`src/sslp_consts.svh`:
```
`ifndef SSLP_CONSTS_SVH
`define SSLP_CONSTS_SVH
// register byte offsets
`define SSLP_OFF_HOST_SLEEP_EN     8'h10
`define SSLP_OFF_CLK_NEED          8'h14
`define SSLP_OFF_SLEEP_CTRL        8'h18
`define SSLP_OFF_SLEEP_STATUS      8'h1c
// control field positions
`define SSLP_BIT_OSC_PDN           0
`define SSLP_BIT_OSC_GATE          1
`define SSLP_BIT_REG_STBY          2
`define SSLP_BIT_SLEEP_ALL         4
`define SSLP_BIT_SLEEP_DEBUG       5
`define SSLP_BIT_AUTO_CLEAR        6
// writable masks, reserved bits stay zero
`define SSLP_CTRL_MASK             32'h0000_0077
`define SSLP_BLOCK_MASK            32'h001f_fc0f
`define SSLP_CTRL_RESET            32'h0000_0000
// axi responses
`define SSLP_RESP_OKAY             2'b00
`define SSLP_RESP_SLVERR           2'b10
// wake latencies in ns, clock period in ns
`define SSLP_CLK_PERIOD_NS         4
`define SSLP_WAKE_SLOW_NS          600000
`define SSLP_WAKE_FAST_NS          10000
`define SSLP_WAKE_SLOW_CYC         (`SSLP_WAKE_SLOW_NS / `SSLP_CLK_PERIOD_NS)
`define SSLP_WAKE_FAST_CYC         (`SSLP_WAKE_FAST_NS / `SSLP_CLK_PERIOD_NS)
`endif

```
`src/sslp_pkg.sv`:
```
package sslp_pkg;
    // system sleep depth decoded from control bits 2:0
    typedef enum logic [1:0] {
        SSLP_HEAVY1,
        SSLP_HEAVY2,
        SSLP_HEAVY3,
        SSLP_DEEPEST
    } sslp_depth_type;
    // sequencer states
    typedef enum logic [1:0] {
        SSLP_RUN,
        SSLP_SLEEP,
        SSLP_LOCK
    } sslp_state_type;
endpackage

```
`src/sslp_reg_if.sv`:
```
`timescale 1ns/1ns
// register handle between bus slave and sleep core
interface sslp_reg_if;
    logic        wr_en;   // one-cycle write strobe
    logic [7:0]  wr_addr; // word-aligned byte address
    logic [31:0] wr_data; // byte-merged write value
    logic [7:0]  rd_addr; // read address
    logic [31:0] rd_data; // read value
    logic        rd_hit;  // address is mapped
    logic        wr_hit;  // address is writable
    modport slave (output wr_en, wr_addr, wr_data, rd_addr, input rd_data, rd_hit, wr_hit);
    modport core  (input wr_en, wr_addr, wr_data, rd_addr, output rd_data, rd_hit, wr_hit);
endinterface

```
`src/sslp_axil_slave.sv`:
```
`timescale 1ns/1ns
`include "sslp_consts.svh"
// axi4-lite slave: one write and one read in flight, one-cycle answer
module sslp_axil_slave (
    input  wire logic        aclk,
    input  wire logic        aresetn,
    input  wire logic [7:0]  awaddr,
    input  wire logic        awvalid,
    output logic             awready,
    input  wire logic [31:0] wdata,
    input  wire logic [3:0]  wstrb,
    input  wire logic        wvalid,
    output logic             wready,
    output logic [1:0]       bresp,
    output logic             bvalid,
    input  wire logic        bready,
    input  wire logic [7:0]  araddr,
    input  wire logic        arvalid,
    output logic             arready,
    output logic [31:0]      rdata,
    output logic [1:0]       rresp,
    output logic             rvalid,
    input  wire logic        rready,
    input  wire logic [31:0] cur_val,     // current value at write address
    sslp_reg_if.slave        rif
);
    logic        aw_held_q;   // write address captured
    logic        w_held_q;    // write data captured
    logic [7:0]  aw_q;
    logic [31:0] w_q;
    logic [3:0]  s_q;
    logic        aw_take;
    logic        w_take;
    logic        do_wr;
    logic [31:0] merged;
    logic        aw_held_d;   // next write address held
    logic        w_held_d;    // next write data held
    logic        bvalid_d;    // next response valid

    // address and data accepted in any order; stall while a response waits
    assign aw_take = awvalid && awready;
    assign w_take  = wvalid && wready;
    assign do_wr   = aw_held_q && w_held_q && !bvalid;
    // next holding state, so the readies can leave flops of their own
    assign aw_held_d = !do_wr && (aw_held_q || aw_take);
    assign w_held_d  = !do_wr && (w_held_q || w_take);
    assign bvalid_d  = do_wr || (bvalid && !bready);

    // byte lanes merge onto the live register value
    genvar gi;
    for (gi = 0; gi < 4; gi++) begin : g_lane
        assign merged[gi*8 +: 8] = s_q[gi] ? w_q[gi*8 +: 8] : cur_val[gi*8 +: 8];
    end
    assign rif.wr_en   = do_wr && rif.wr_hit;
    assign rif.wr_addr = {aw_q[7:2], 2'b00};
    assign rif.wr_data = merged;
    assign rif.rd_addr = {araddr[7:2], 2'b00};

    // write channel capture and response
    always_ff @(posedge aclk) begin
        if (!aresetn) begin
            aw_held_q <= 1'b0;
            w_held_q  <= 1'b0;
            bvalid    <= 1'b0;
            bresp     <= `SSLP_RESP_OKAY;
            aw_q      <= 8'h00;
            w_q       <= 32'h0000_0000;
            s_q       <= 4'h0;
            awready   <= 1'b1;
            wready    <= 1'b1;
        end else begin
            // readies registered from the next state, same value as before
            awready <= !aw_held_d && !bvalid_d;
            wready  <= !w_held_d && !bvalid_d;
            if (aw_take) begin
                aw_held_q <= 1'b1;
                aw_q      <= awaddr;
            end
            if (w_take) begin
                w_held_q <= 1'b1;
                w_q      <= wdata;
                s_q      <= wstrb;
            end
            if (do_wr) begin
                aw_held_q <= 1'b0;
                w_held_q  <= 1'b0;
                bvalid    <= 1'b1;
                // read-only or unmapped targets answer slverr
                bresp     <= rif.wr_hit ? `SSLP_RESP_OKAY : `SSLP_RESP_SLVERR;
            end else if (bvalid && bready) begin
                bvalid <= 1'b0;
            end
        end
    end

    // read channel: data registered the cycle after the address is taken
    always_ff @(posedge aclk) begin
        if (!aresetn) begin
            rvalid  <= 1'b0;
            rdata   <= 32'h0000_0000;
            rresp   <= `SSLP_RESP_OKAY;
            arready <= 1'b1;
        end else if (arvalid && arready) begin
            // no new address until this answer is taken
            arready <= 1'b0;
            rvalid <= 1'b1;
            rdata  <= rif.rd_data;
            rresp  <= rif.rd_hit ? `SSLP_RESP_OKAY : `SSLP_RESP_SLVERR;
        end else if (rvalid && rready) begin
            rvalid  <= 1'b0;
            arready <= 1'b1;
        end
    end
endmodule

```
`src/sslp_sleep_ctrl.sv`:
```
`timescale 1ns/1ns
`include "sslp_consts.svh"
// Overview of operation
// - read-only clock-need vector, reserved bits zero
// - auto-clear drops sleep-all, debug on interrupt
// - debug-sleep bit readable and writable by firmware
// - sleep-all commands every block to sleep
// - regulator standby during sleep when bits 2 and 0 both set
// - gate oscillator output during sleep when bit 1 set and bit 0 clear
// - stop oscillator in sleep, wait lock on wake
// - sleep only when all commanded, none needs clock
// - depth decoded from control bits two to zero
// - no wake latency for gated or running oscillator
// - per-block enables command sleep, feed all-asleep
module sslp_sleep_ctrl #(
    parameter int NBLK           = 21,                    // host-facing block count
    parameter int LOCK_CYCLES    = `SSLP_WAKE_FAST_CYC,   // oscillator lock wait
    parameter int SLOW_WAKE_CYC  = `SSLP_WAKE_SLOW_CYC    // slow block wake wait
) (
    input  wire logic            aclk,
    input  wire logic            aresetn,
    // axi4-lite register port
    input  wire logic [7:0]      awaddr,
    input  wire logic            awvalid,
    output logic                 awready,
    input  wire logic [31:0]     wdata,
    input  wire logic [3:0]      wstrb,
    input  wire logic            wvalid,
    output logic                 wready,
    output logic [1:0]           bresp,
    output logic                 bvalid,
    input  wire logic            bready,
    input  wire logic [7:0]      araddr,
    input  wire logic            arvalid,
    output logic                 arready,
    output logic [31:0]          rdata,
    output logic [1:0]           rresp,
    output logic                 rvalid,
    input  wire logic            rready,
    // block side, same clock
    input  wire logic [NBLK-1:0] block_clk_need,     // block still needs clocks
    input  wire logic            cpu_irq_vector,     // pulse: processor vectors to irq
    input  wire logic            cpu_sleep_req,      // processor executed sleep
    input  wire logic            wake_event,         // level: wake source active
    output logic [NBLK-1:0]      block_sleep_cmd_q,  // per-block sleep command
    output logic                 sys_asleep_q,       // system in sleep state
    output logic                 reg_standby_q,      // core regulator standby
    output logic                 osc_gate_q,         // ring oscillator output gated
    output logic                 osc_power_down_q,   // ring oscillator stopped
    output logic                 clocks_ready_q      // clocks released to blocks
);
    sslp_reg_if rif ();

    logic [31:0]             ctrl_q;        // sleep control register
    logic [31:0]             ctrl_d;
    logic [NBLK-1:0]         slp_en_q;      // per-block sleep enables
    logic [NBLK-1:0]         need_q;        // sampled clock-need vector
    sslp_pkg::sslp_state_type state_q;
    sslp_pkg::sslp_state_type state_d;
    logic [17:0]             lock_cnt_q;    // oscillator relock counter
    logic [31:0]             cur_val;
    logic [31:0]             need_word;
    logic [31:0]             en_word;
    logic [31:0]             stat_word;
    logic                    all_cmd;
    logic                    none_need;
    logic                    can_sleep;
    logic                    hs_auto_clr;
    sslp_pkg::sslp_depth_type depth;
    logic                    osc_off;

    sslp_axil_slave u_bus (
        .aclk    (aclk),
        .aresetn (aresetn),
        .awaddr  (awaddr),
        .awvalid (awvalid),
        .awready (awready),
        .wdata   (wdata),
        .wstrb   (wstrb),
        .wvalid  (wvalid),
        .wready  (wready),
        .bresp   (bresp),
        .bvalid  (bvalid),
        .bready  (bready),
        .araddr  (araddr),
        .arvalid (arvalid),
        .arready (arready),
        .rdata   (rdata),
        .rresp   (rresp),
        .rvalid  (rvalid),
        .rready  (rready),
        .cur_val (cur_val),
        .rif     (rif)
    );

    // vectors widened to a word; reserved positions masked off
    assign need_word = 32'(need_q) & `SSLP_BLOCK_MASK;
    assign en_word   = 32'(slp_en_q) & `SSLP_BLOCK_MASK;
    assign stat_word = {28'h0000000, clocks_ready_q, osc_power_down_q,
                        state_q == sslp_pkg::SSLP_LOCK, sys_asleep_q};

    // read decode
    assign rif.rd_hit  = rif.rd_addr == `SSLP_OFF_HOST_SLEEP_EN || rif.rd_addr == `SSLP_OFF_CLK_NEED
                      || rif.rd_addr == `SSLP_OFF_SLEEP_CTRL || rif.rd_addr == `SSLP_OFF_SLEEP_STATUS;
    assign rif.rd_data = rif.rd_addr == `SSLP_OFF_HOST_SLEEP_EN ? en_word   :
                         rif.rd_addr == `SSLP_OFF_CLK_NEED      ? need_word :
                         rif.rd_addr == `SSLP_OFF_SLEEP_CTRL    ? ctrl_q    :
                         rif.rd_addr == `SSLP_OFF_SLEEP_STATUS  ? stat_word : 32'h0000_0000;
    // only the two control registers take writes; status words are read-only
    assign rif.wr_hit  = rif.wr_addr == `SSLP_OFF_HOST_SLEEP_EN
                      || rif.wr_addr == `SSLP_OFF_SLEEP_CTRL;
    assign cur_val     = rif.wr_addr == `SSLP_OFF_HOST_SLEEP_EN ? en_word : ctrl_q;

    // interrupt auto-clear of sleep-all and debug-sleep
    assign hs_auto_clr = cpu_irq_vector && ctrl_q[`SSLP_BIT_AUTO_CLEAR];

    // next control value; hardware clear is applied after the firmware write,
    // since the vector must leave the processor awake whatever firmware wrote
    always_comb begin
        ctrl_d = ctrl_q;
        if (rif.wr_en && rif.wr_addr == `SSLP_OFF_SLEEP_CTRL) begin
            ctrl_d = rif.wr_data & `SSLP_CTRL_MASK;
        end
        if (hs_auto_clr) begin
            ctrl_d[`SSLP_BIT_SLEEP_ALL]   = 1'b0;
            ctrl_d[`SSLP_BIT_SLEEP_DEBUG] = 1'b0;
        end
    end

    // all-blocks-commanded and none-need-clock qualifiers
    assign all_cmd   = ctrl_q[`SSLP_BIT_SLEEP_ALL]
                    || ((en_word | ~`SSLP_BLOCK_MASK) == 32'hffff_ffff);
    assign none_need = need_word == 32'h0000_0000;
    assign can_sleep = all_cmd && none_need && cpu_sleep_req && !wake_event;

    // sleep depth from control bits 2:0
    assign depth = ctrl_q[`SSLP_BIT_OSC_PDN]
                 ? (ctrl_q[`SSLP_BIT_REG_STBY] ? sslp_pkg::SSLP_DEEPEST : sslp_pkg::SSLP_HEAVY3)
                 : (ctrl_q[`SSLP_BIT_OSC_GATE] ? sslp_pkg::SSLP_HEAVY2 : sslp_pkg::SSLP_HEAVY1);
    assign osc_off = depth == sslp_pkg::SSLP_HEAVY3 || depth == sslp_pkg::SSLP_DEEPEST;

    // sequencer: run, sleep, relock after the oscillator was stopped
    always_comb begin
        state_d = state_q;
        unique case (state_q)
            sslp_pkg::SSLP_RUN: begin
                if (can_sleep) state_d = sslp_pkg::SSLP_SLEEP;
            end
            sslp_pkg::SSLP_SLEEP: begin
                // gated or running oscillator wakes at once
                if (wake_event) state_d = osc_power_down_q ? sslp_pkg::SSLP_LOCK
                                                           : sslp_pkg::SSLP_RUN;
            end
            sslp_pkg::SSLP_LOCK: begin
                if (lock_cnt_q == 18'd0) state_d = sslp_pkg::SSLP_RUN;
            end
        endcase
    end

    // register state
    always_ff @(posedge aclk) begin
        if (!aresetn) begin
            ctrl_q   <= `SSLP_CTRL_RESET;
            slp_en_q <= '0;
            need_q   <= '0;
            state_q  <= sslp_pkg::SSLP_RUN;
        end else begin
            ctrl_q  <= ctrl_d;
            need_q  <= block_clk_need;
            state_q <= state_d;
            if (rif.wr_en && rif.wr_addr == `SSLP_OFF_HOST_SLEEP_EN) begin
                slp_en_q <= NBLK'(rif.wr_data & `SSLP_BLOCK_MASK);
            end
        end
    end

    // relock counter, loaded on every wake from sleep, whether the oscillator was off or not
    always_ff @(posedge aclk) begin
        if (!aresetn) begin
            lock_cnt_q <= 18'd0;
        end else if (state_q == sslp_pkg::SSLP_SLEEP && wake_event) begin
            lock_cnt_q <= 18'(LOCK_CYCLES - 1);
        end else if (lock_cnt_q != 18'd0) begin
            lock_cnt_q <= lock_cnt_q - 18'd1;
        end
    end

    // outputs; power controls latched while asleep so a register write cannot
    // change the depth under a sleeping chip
    always_ff @(posedge aclk) begin
        if (!aresetn) begin
            block_sleep_cmd_q <= '0;
            sys_asleep_q      <= 1'b0;
            reg_standby_q     <= 1'b0;
            osc_gate_q        <= 1'b0;
            osc_power_down_q  <= 1'b0;
            clocks_ready_q    <= 1'b1;
        end else begin
            block_sleep_cmd_q <= ctrl_q[`SSLP_BIT_SLEEP_ALL] ? '1 : slp_en_q;
            sys_asleep_q      <= state_d == sslp_pkg::SSLP_SLEEP;
            clocks_ready_q    <= state_d == sslp_pkg::SSLP_RUN;
            if (state_q == sslp_pkg::SSLP_RUN && state_d == sslp_pkg::SSLP_SLEEP) begin
                reg_standby_q    <= depth == sslp_pkg::SSLP_DEEPEST;
                osc_gate_q       <= depth == sslp_pkg::SSLP_HEAVY2;
                osc_power_down_q <= osc_off;
            end else if (state_d != sslp_pkg::SSLP_SLEEP) begin
                reg_standby_q    <= 1'b0;
                osc_gate_q       <= 1'b0;
                osc_power_down_q <= 1'b0;
            end
        end
    end
endmodule

```
`config.mk`:
```
export PLATFORM = sky130hd
export DESIGN_NAME = sslp_sleep_ctrl
export DESIGN_NICKNAME = d
export VERILOG_FILES = /design/src/sslp_pkg.sv /design/src/sslp_reg_if.sv /design/src/sslp_axil_slave.sv /design/src/sslp_sleep_ctrl.sv
export VERILOG_INCLUDE_DIRS = /design/src
export SDC_FILE = /design/constraint.sdc
export NUM_CORES = 1
export LEC_CHECK = 0
export BUFFER_PORTS_ARGS = -buffer_cell sky130_fd_sc_hd__clkbuf_2
export CORE_MARGIN = 4
export CORE_UTILIZATION = 58
export CTS_BUF_LIST = sky130_fd_sc_hd__clkbuf_4
export DETAILED_ROUTE_END_ITERATION = 6
export MAX_ROUTING_LAYER = met4
export PLACE_DENSITY_LB_ADDON = 0.08
export SETUP_SLACK_MARGIN = 0.1
export SYNTH_ARGS = -nofsm -noshare
export SYNTH_HDL_FRONTEND = slang
export SYNTH_SLANG_ARGS = --single-unit
```
`constraint.sdc`:
```
create_clock -name aclk -period 5.5 [get_ports aclk]
set_clock_uncertainty 0.05 [all_clocks]
set_input_delay 0.55 -clock aclk [delete_from_list [all_inputs] [get_ports aclk]]
set_output_delay 0.55 -clock aclk [all_outputs]
set_load 0.02 [all_outputs]
```
==> results of run 1 <==
==> final cells by class <==
class	count	area (um2)	area share [%]
Tap cell	129	161	2.58
Multi-Input combinational cell	406	2620	41.9
Timing Repair Buffer	109	548	8.77
Clock buffer	18	135	2.16
Sequential cell	131	2620	42.0
Clock inverter	12	135	2.16
Inverter	8	30.0	0.480
==> where the power goes <==
group | total [mW] | internal, mW | switching [mW]
logic | 0.465 | 0.190 | 0.275
clock network | 0.614 | 0.271 | 0.343
registers | 1.08 | 1.02 | 0.0647
==> metrics by stage <==
step | setup WS, ns | hold WS (ns)
6_report | 3.30 | 0.213
3_3_place_gp | 3.06 | 0.401
2_1_floorplan | 3.54 | 0.388
5_1_grt | 3.08 | 0.165
4_1_cts | 3.31 | 0.192
3_5_place_dp | 3.01 | 0.407
==> routing by layer <==
metal	vias up	part of all wire [%]	track usage (%)
li1	2176	-	-
met1	2008	49	30.4
met2	148	44	32.5
met3	16	6.3	5.63
met4	0	1.5	6.19
met5	-	0	-
==> worst max-delay path, cell delays in order, from the launching register on <==
cell      delay [ns]
dfxtp_1         0.34
inv_1           0.11
ha_1            0.16
nor3b_1         0.31
nand2_1         0.33
nor2_1          0.32
mux2_2          0.36
a21boi_0        0.15
==> worst paths after layout <==
kind,to,cells after the start
worst min-delay path,need_q[18],2
worst max-delay path,lock_cnt_q[1],7
worst min register to register,u_bus.w_q[3],2
worst max register to register,lock_cnt_q[1],7
==> registers in the layout, summed over array words and instances, names as in the netlist, 2 cells and up <==
signal,count
need_q,15
slp_en_q,15
ctrl_q,6
state_q,2
u_bus.s_q,3
block_sleep_cmd_q,16
u_bus.aw_q,6
u_bus.w_q,18
u_bus.rdata,18
lock_cnt_q,18
==> logic make-up (layout without fill, tap and decap cells) <==
family,Yosys count,in the layout,synth area share (%)
other,1,16,0.0681
adders and majority gates,5,5,1.14
muxes,24,24,4.50
AOI/OAI and AO/OA,115,115,15.9
xor gates and xnor gates,15,15,2.39
buffers and inverters,62,147,5.88
DFF,131,131,47.6
and+or+nand+nor,231,231,22.6
==> layout by cell type (no fill, tap or decap), types with 7 or more instances in the layout <==
| cell type | instances |
|---|---|
| dfxtp_1 | 131 |
| clkbuf_2 | 107 |
| nand2_1 | 76 |
| a21boi_0 | 38 |
| nor2_1 | 38 |
| and2_1 | 20 |
| nor2b_1 | 20 |
| mux2i_1 | 18 |
| clkbuf_4 | 18 |
| o21a_1 | 17 |
| conb_1 | 16 |
| nand3_1 | 15 |
| nor3b_1 | 14 |
| a221oi_1 | 13 |
| xor2_1 | 12 |
| o211ai_1 | 10 |
| nor3_1 | 10 |
| o21ai_0 | 9 |
| inv_1 | 8 |
| nand2b_1 | 8 |
| nand4_1 | 7 |
==> metrics.yaml, run 1 <==
status: "completed"
fmax_ghz: 0.455
dpl.hpwl_um: 8700
floorplan.initialDensity_pct: 59.6
grt_usage_pct: 22.2
cts-hold-fix-buffers: 0
antenna_found_initial: 0
regToRegStartpoint: "lock_cnt_q[0]"
ys_seq_area_share_pct: 47.6
min_from: "block_clk_need[18]"
hold_class: "in -> reg"
relSlewSlack_pct: 44.9
drive_gt1_share_pct: 23.0
area_delta_synth_final_pct: 13.5
worst_ep_required_time_ns: 5.87
cts-root-buf: "clkbuf_4"
synth_most_common_cell: "dfxtp_1"
wl_um: 11900
design.core.area_um2: 9240
crit_fanout: 11
startpoint: "lock_cnt_q[0]"
grt_pass1_vias: 3979
slew_violations: 0
post-route-cell-area_um2: 6250
grt_pass1_wl_um: 19300
max_slew.worst_pin.slew_ns: 0.824
synth_edf_count: 0
dieArea_um2: 11100
io_buffers: 108
h-tree-depth: 4
netlist_top_cells_count: "131 x dfxtp_1, 76 x nand2_1, 38 x a21boi_0, 38 x nor2_1, 26 x clkbuf_1"
grt_max_degree: 77
yosysTopAreaCellShare_pct: 47.6
finalCritPeriodShare_pct: 40.0
async_flop_share_pct: 0
clk_latency_ns: 0.49
clkSinkCount: 131
viasPerCell: 5.35
instances_no_fill: 813
vias: 4348
synth_ff_type: "dfxtp_1"
ys_warn_count: 0
fin_tns_setup_ns: 0
wl_per_cell_um: 14.6
p_leak_nw: 2.68
placed_cells: 783
hold_viol: 0
netlist_instances: 584
grt-ovfl-total: 0
worstPathArrival_ns: 2.57
clk_path_buf_depth: 2
post-cts-setup-buffers: 0
synth_area_leaders: "dfxtp_1 48%, a21boi_0 5.2%, nand2_1 5.2%"
ff2ff_setup_slack_ns: 3.30
synth.avg_cell_area_um2: 9.43
power_density_nw_per_um2: 346
cap_violations: 0
die_width_um: 105
first_iter_violations: 187
yosysTopAreaCell: "dfxtp_1"
postPlaceCellArea_um2: 5980
start_kind: "flop"
path_class: "reg -> reg"
num-fill-cells: 791
fin_util_pct: 67.6
ios: 150
vdd.ir_drop.worst_uv: 167
synth.lib_cells_used.distinct: 56
rows: 35
drt.antenna.violating_nets: 0
rsz0062_at_grt: "no"
syn_area_um2: 5510
end_kind: "flop"
p_total_mw: 2.16
drtPass1Iterations: 4
numCtsBuffers: 17
path_clk_slew_ns: 0.11
antennaDiodeCount: 0
routabilityCongestion: 0.897
cts_tree: "done"
die_y_um: 105
ctsResizeCount: 0
drc_errors: 0
finalSetupViolCount: 0
finalCriticalPeriod_ns: 2.20
layout.nets: 761
ys_ff_latch: 131
(Power assumes the default switching activity.)
==> run 2, diff against run 1 <==
--- a/config.mk
+++ b/config.mk
@@ -8,7 +8,7 @@
 export LEC_CHECK = 0
 export BUFFER_PORTS_ARGS = -buffer_cell sky130_fd_sc_hd__clkbuf_2
 export CORE_MARGIN = 4
-export CORE_UTILIZATION = 58
+export CORE_UTILIZATION = 49
 export CTS_BUF_LIST = sky130_fd_sc_hd__clkbuf_4
 export DETAILED_ROUTE_END_ITERATION = 6
 export MAX_ROUTING_LAYER = met4
==> constraint.sdc (replaced) <==
create_clock -name aclk -period 1.75 [get_ports aclk]
set_clock_uncertainty 0.05 [all_clocks]
set_input_delay 0.175 -clock aclk [delete_from_list [all_inputs] [get_ports aclk]]
set_output_delay 0.175 -clock aclk [all_outputs]
set_load 0.02 [all_outputs]
==> run 2 against run 1 <==
Effect of this change:
- the flow now finishes with violations (setup timing)
- design area rose by 22%
- first-iteration DRC count rose by 21%
- via count rose by 11%
- sequential power rose to 3.2 times the previous value
- sequential cell count did not move
- clock-buffer cell count fell by 1
- global-route usage rose by 0.33 points
- highest routed layer unchanged
==> metrics.yaml, run 2 (synthesized netlist as in run 1, its figures left out) <==
status: "complete, but fails checks"
violations: "setup timing"
start_kind: "flop"
worst_hold_slack_ns: 0.0229  # -0.190 ns
grt_max_degree: 50  # -35%
grt_usage_pct: 22.5  # +0.33 points
finalCriticalPeriod_ns: 1.93  # -0.267 ns
hold_viol: 0  # unchanged
dieArea_um2: 13000  # +17%
largest_registers: "lock_cnt_q x18, u_bus.rdata x18, u_bus.w_q x18"
max_slew.worst_pin.slew_ns: 0.645  # -0.178 ns
critPathMaxStageDelay_ns: 0.54  # +0.18 ns
instances_no_fill: 946  # +16%
clk_latency_ns: 0.53  # +0.04 ns
cap_violations: 0  # unchanged
h-tree-depth: 4  # unchanged
cts_tree: "done"
grt_pass1_wl_um: 22600  # +17%
power_density_nw_per_um2: 1130  # +230%
floorplan.initialDensity_pct: 50.4  # -9.2 points
area_delta_synth_final_pct: 38.8
fmax_ghz: 0.518  # +14%
hold_class: "in -> reg"
cts-root-buf: "clkbuf_4"
numCtsBuffers: 17  # unchanged
worst_ep_required_time_ns: 2.12  # -3.75 ns
critPathTopFamily: "simple AND/OR/NAND/NOR gates"
final_common_cell: "dfxtp_1"
path_clk_slew_ns: 0.11  # about the same
drt.antenna.violating_nets: 0  # unchanged
rsz0062_at_grt: "yes"
startpoint: "u_bus.aw_q[5]"
io_buffers: 108  # unchanged
vdd.ir_drop.worst_uv: 799  # +380%
cp_slowest_cell: "or4b_4"
layout_common_cells: "120 x dfxtp_1, 107 x clkbuf_2, 73 x nand2_1"
multiInputGateArea_um2: 2850  # +9.0%
die_width_um: 114  # +8.1%
viasPerCell: 5.10  # -4.6%
finalCritPeriodShare_pct: 110  # +70 points
relSlewSlack_pct: 56.9  # +12 points
num-fill-cells: 841  # +6.3%
regToRegStartpoint: "u_bus.aw_q[5]"
grt_pass1_vias: 4747  # +19%
fin_util_pct: 69.9  # +2.3 points
routabilityCongestion: 0.853  # -4.9%
endpoint: "slp_en_q[2]"
antenna_found_initial: 0  # unchanged
die_y_um: 114  # +8.1%
worstPathArrival_ns: 2.30  # -0.27 ns
drc_errors: 0  # unchanged
end_kind: "flop"
design.core.area_um2: 10900  # +18%
ios: 150  # unchanged
postPlaceCellArea_um2: 6390  # +6.9%
ff2ff_setup_slack_ns: -0.18  # -3.48 ns
worstReg2RegEnd: "slp_en_q[2]"
rows: 38  # +8.6%
regArea_um2: 2650  # +0.91%
ff2ff_path_depth: 5  # -2
first_iter_violations: 227  # +21%
crit_fanout: 4  # -7
cp_cell_sequence: "or4b_4 > nor3_4 > mux2_1 > o211ai_1 > o21ai_1"
slew_violations: 0  # unchanged
cp_num_buf_inv: 0  # -1
vias: 4826  # +11%
setup_slack_ns: -0.182  # -3.48 ns
grt-ovfl-total: 0  # unchanged
wl_um: 14200  # +19%
clkSinkCount: 131  # unchanged
post-route-cell-area_um2: 7640  # +22%
drive_gt1_share_pct: 33.4  # +10 points
cp.depth: 5  # -2
finalSetupViolCount: 28  # +28
dpl.hpwl_um: 9760  # +12%
antennaDiodeCount: 0  # unchanged
drtPass1Iterations: 4  # unchanged
p_leak_nw: 3.32  # +24%
placed_cells: 840  # +7.3%
layout.nets: 881  # +16%
clk_path_buf_depth: 2  # unchanged
wl_per_cell_um: 15.0  # +2.7%
path_class: "reg -> reg"
==> run 2: cell count changes in the layout (fill, tap and decap cells not counted), moves of 5 or more <==
cell / delta
buf_4: +55
dlygate4sd3_1: +52
buf_6: +12
dfxtp_1: -11
dfxtp_2: +7
nor3_1: -7
a21boi_0: -5
nor3_2: +5
==> run 2: final cells by class <==
type                    instances  area share [%]
flip-flops and latches        131            34.6
multi-input cells             406            37.3
clock buffers                  17            1.67
well taps                     140            2.29
repair buffers                229            21.2
clock inverters                15            2.45
inverters                       8           0.426
==> run 2: power breakdown <==
group | total, mW | internal (mW) | switching [mW]
Sequential | 3.43 | 3.22 | 0.204
Clock | 2.24 | 1.12 | 1.12
Combinational | 2.99 | 1.58 | 1.41
==> run 2: stage by stage <==
stage | total power [mW] | setup WS (ns) | TNS [ns]
after floorplan | 4.75 | -0.116 | -0.694
after global placement | 5.32 | -0.113 | -1.93
after detailed placement | 5.38 | -0.157 | -2.79
after CTS | 8.06 | -0.182 | -2.43
after global routing | 9.08 | -0.298 | -6.38
final | 8.65 | -0.182 | -2.64
==> run 2: per-layer routing <==
layer  vias to the layer above  track usage [%]  part of all wire [%]
met5                         -                -                     0
met4                         0             8.16                   1.6
met3                        21             4.88                   5.6
met2                       135             36.3                    49
met1                      2252             27.8                    44
li1                       2418                -                     -
==> run 2: worst min path at each step <==
| stage | startpoint | to | slack [ns] | cells past startpoint |
|---|---|---|---|---|
| 3_5_place_dp | block_clk_need[2] | need_q[2] | 0.34 | 2 |
| 5_1_grt | awvalid | u_bus.awready | 0.03 | 3 |
| 2_1_floorplan | block_clk_need[0] | need_q[0] | 0.25 | 1 |
| 3_3_place_gp | block_clk_need[0] | need_q[0] | 0.34 | 2 |
| 6_report | awvalid | u_bus.awready | 0.02 | 3 |
| 4_1_cts | awvalid | u_bus.aw_q[5] | 0.006 | 4 |
==> run 2: worst register-to-register path, delay by kind of cell (launching register included) <==
kind	cells	cell delay [ns]
AND/OR/NAND/NOR	2	0.77
multiplexers	1	0.36
AO/OA/AOI/OAI	2	0.30
flip-flops	1	0.34
==> run 2: repair_timing <==
action,in CTS,in global routing
buffers inserted,11,11
endpoints found under the hold margin,52,0
cloned,0,1
resized for setup,36,34
endpoints found under the setup margin,40,48
pin swaps,23,25
hold buffers,52,0
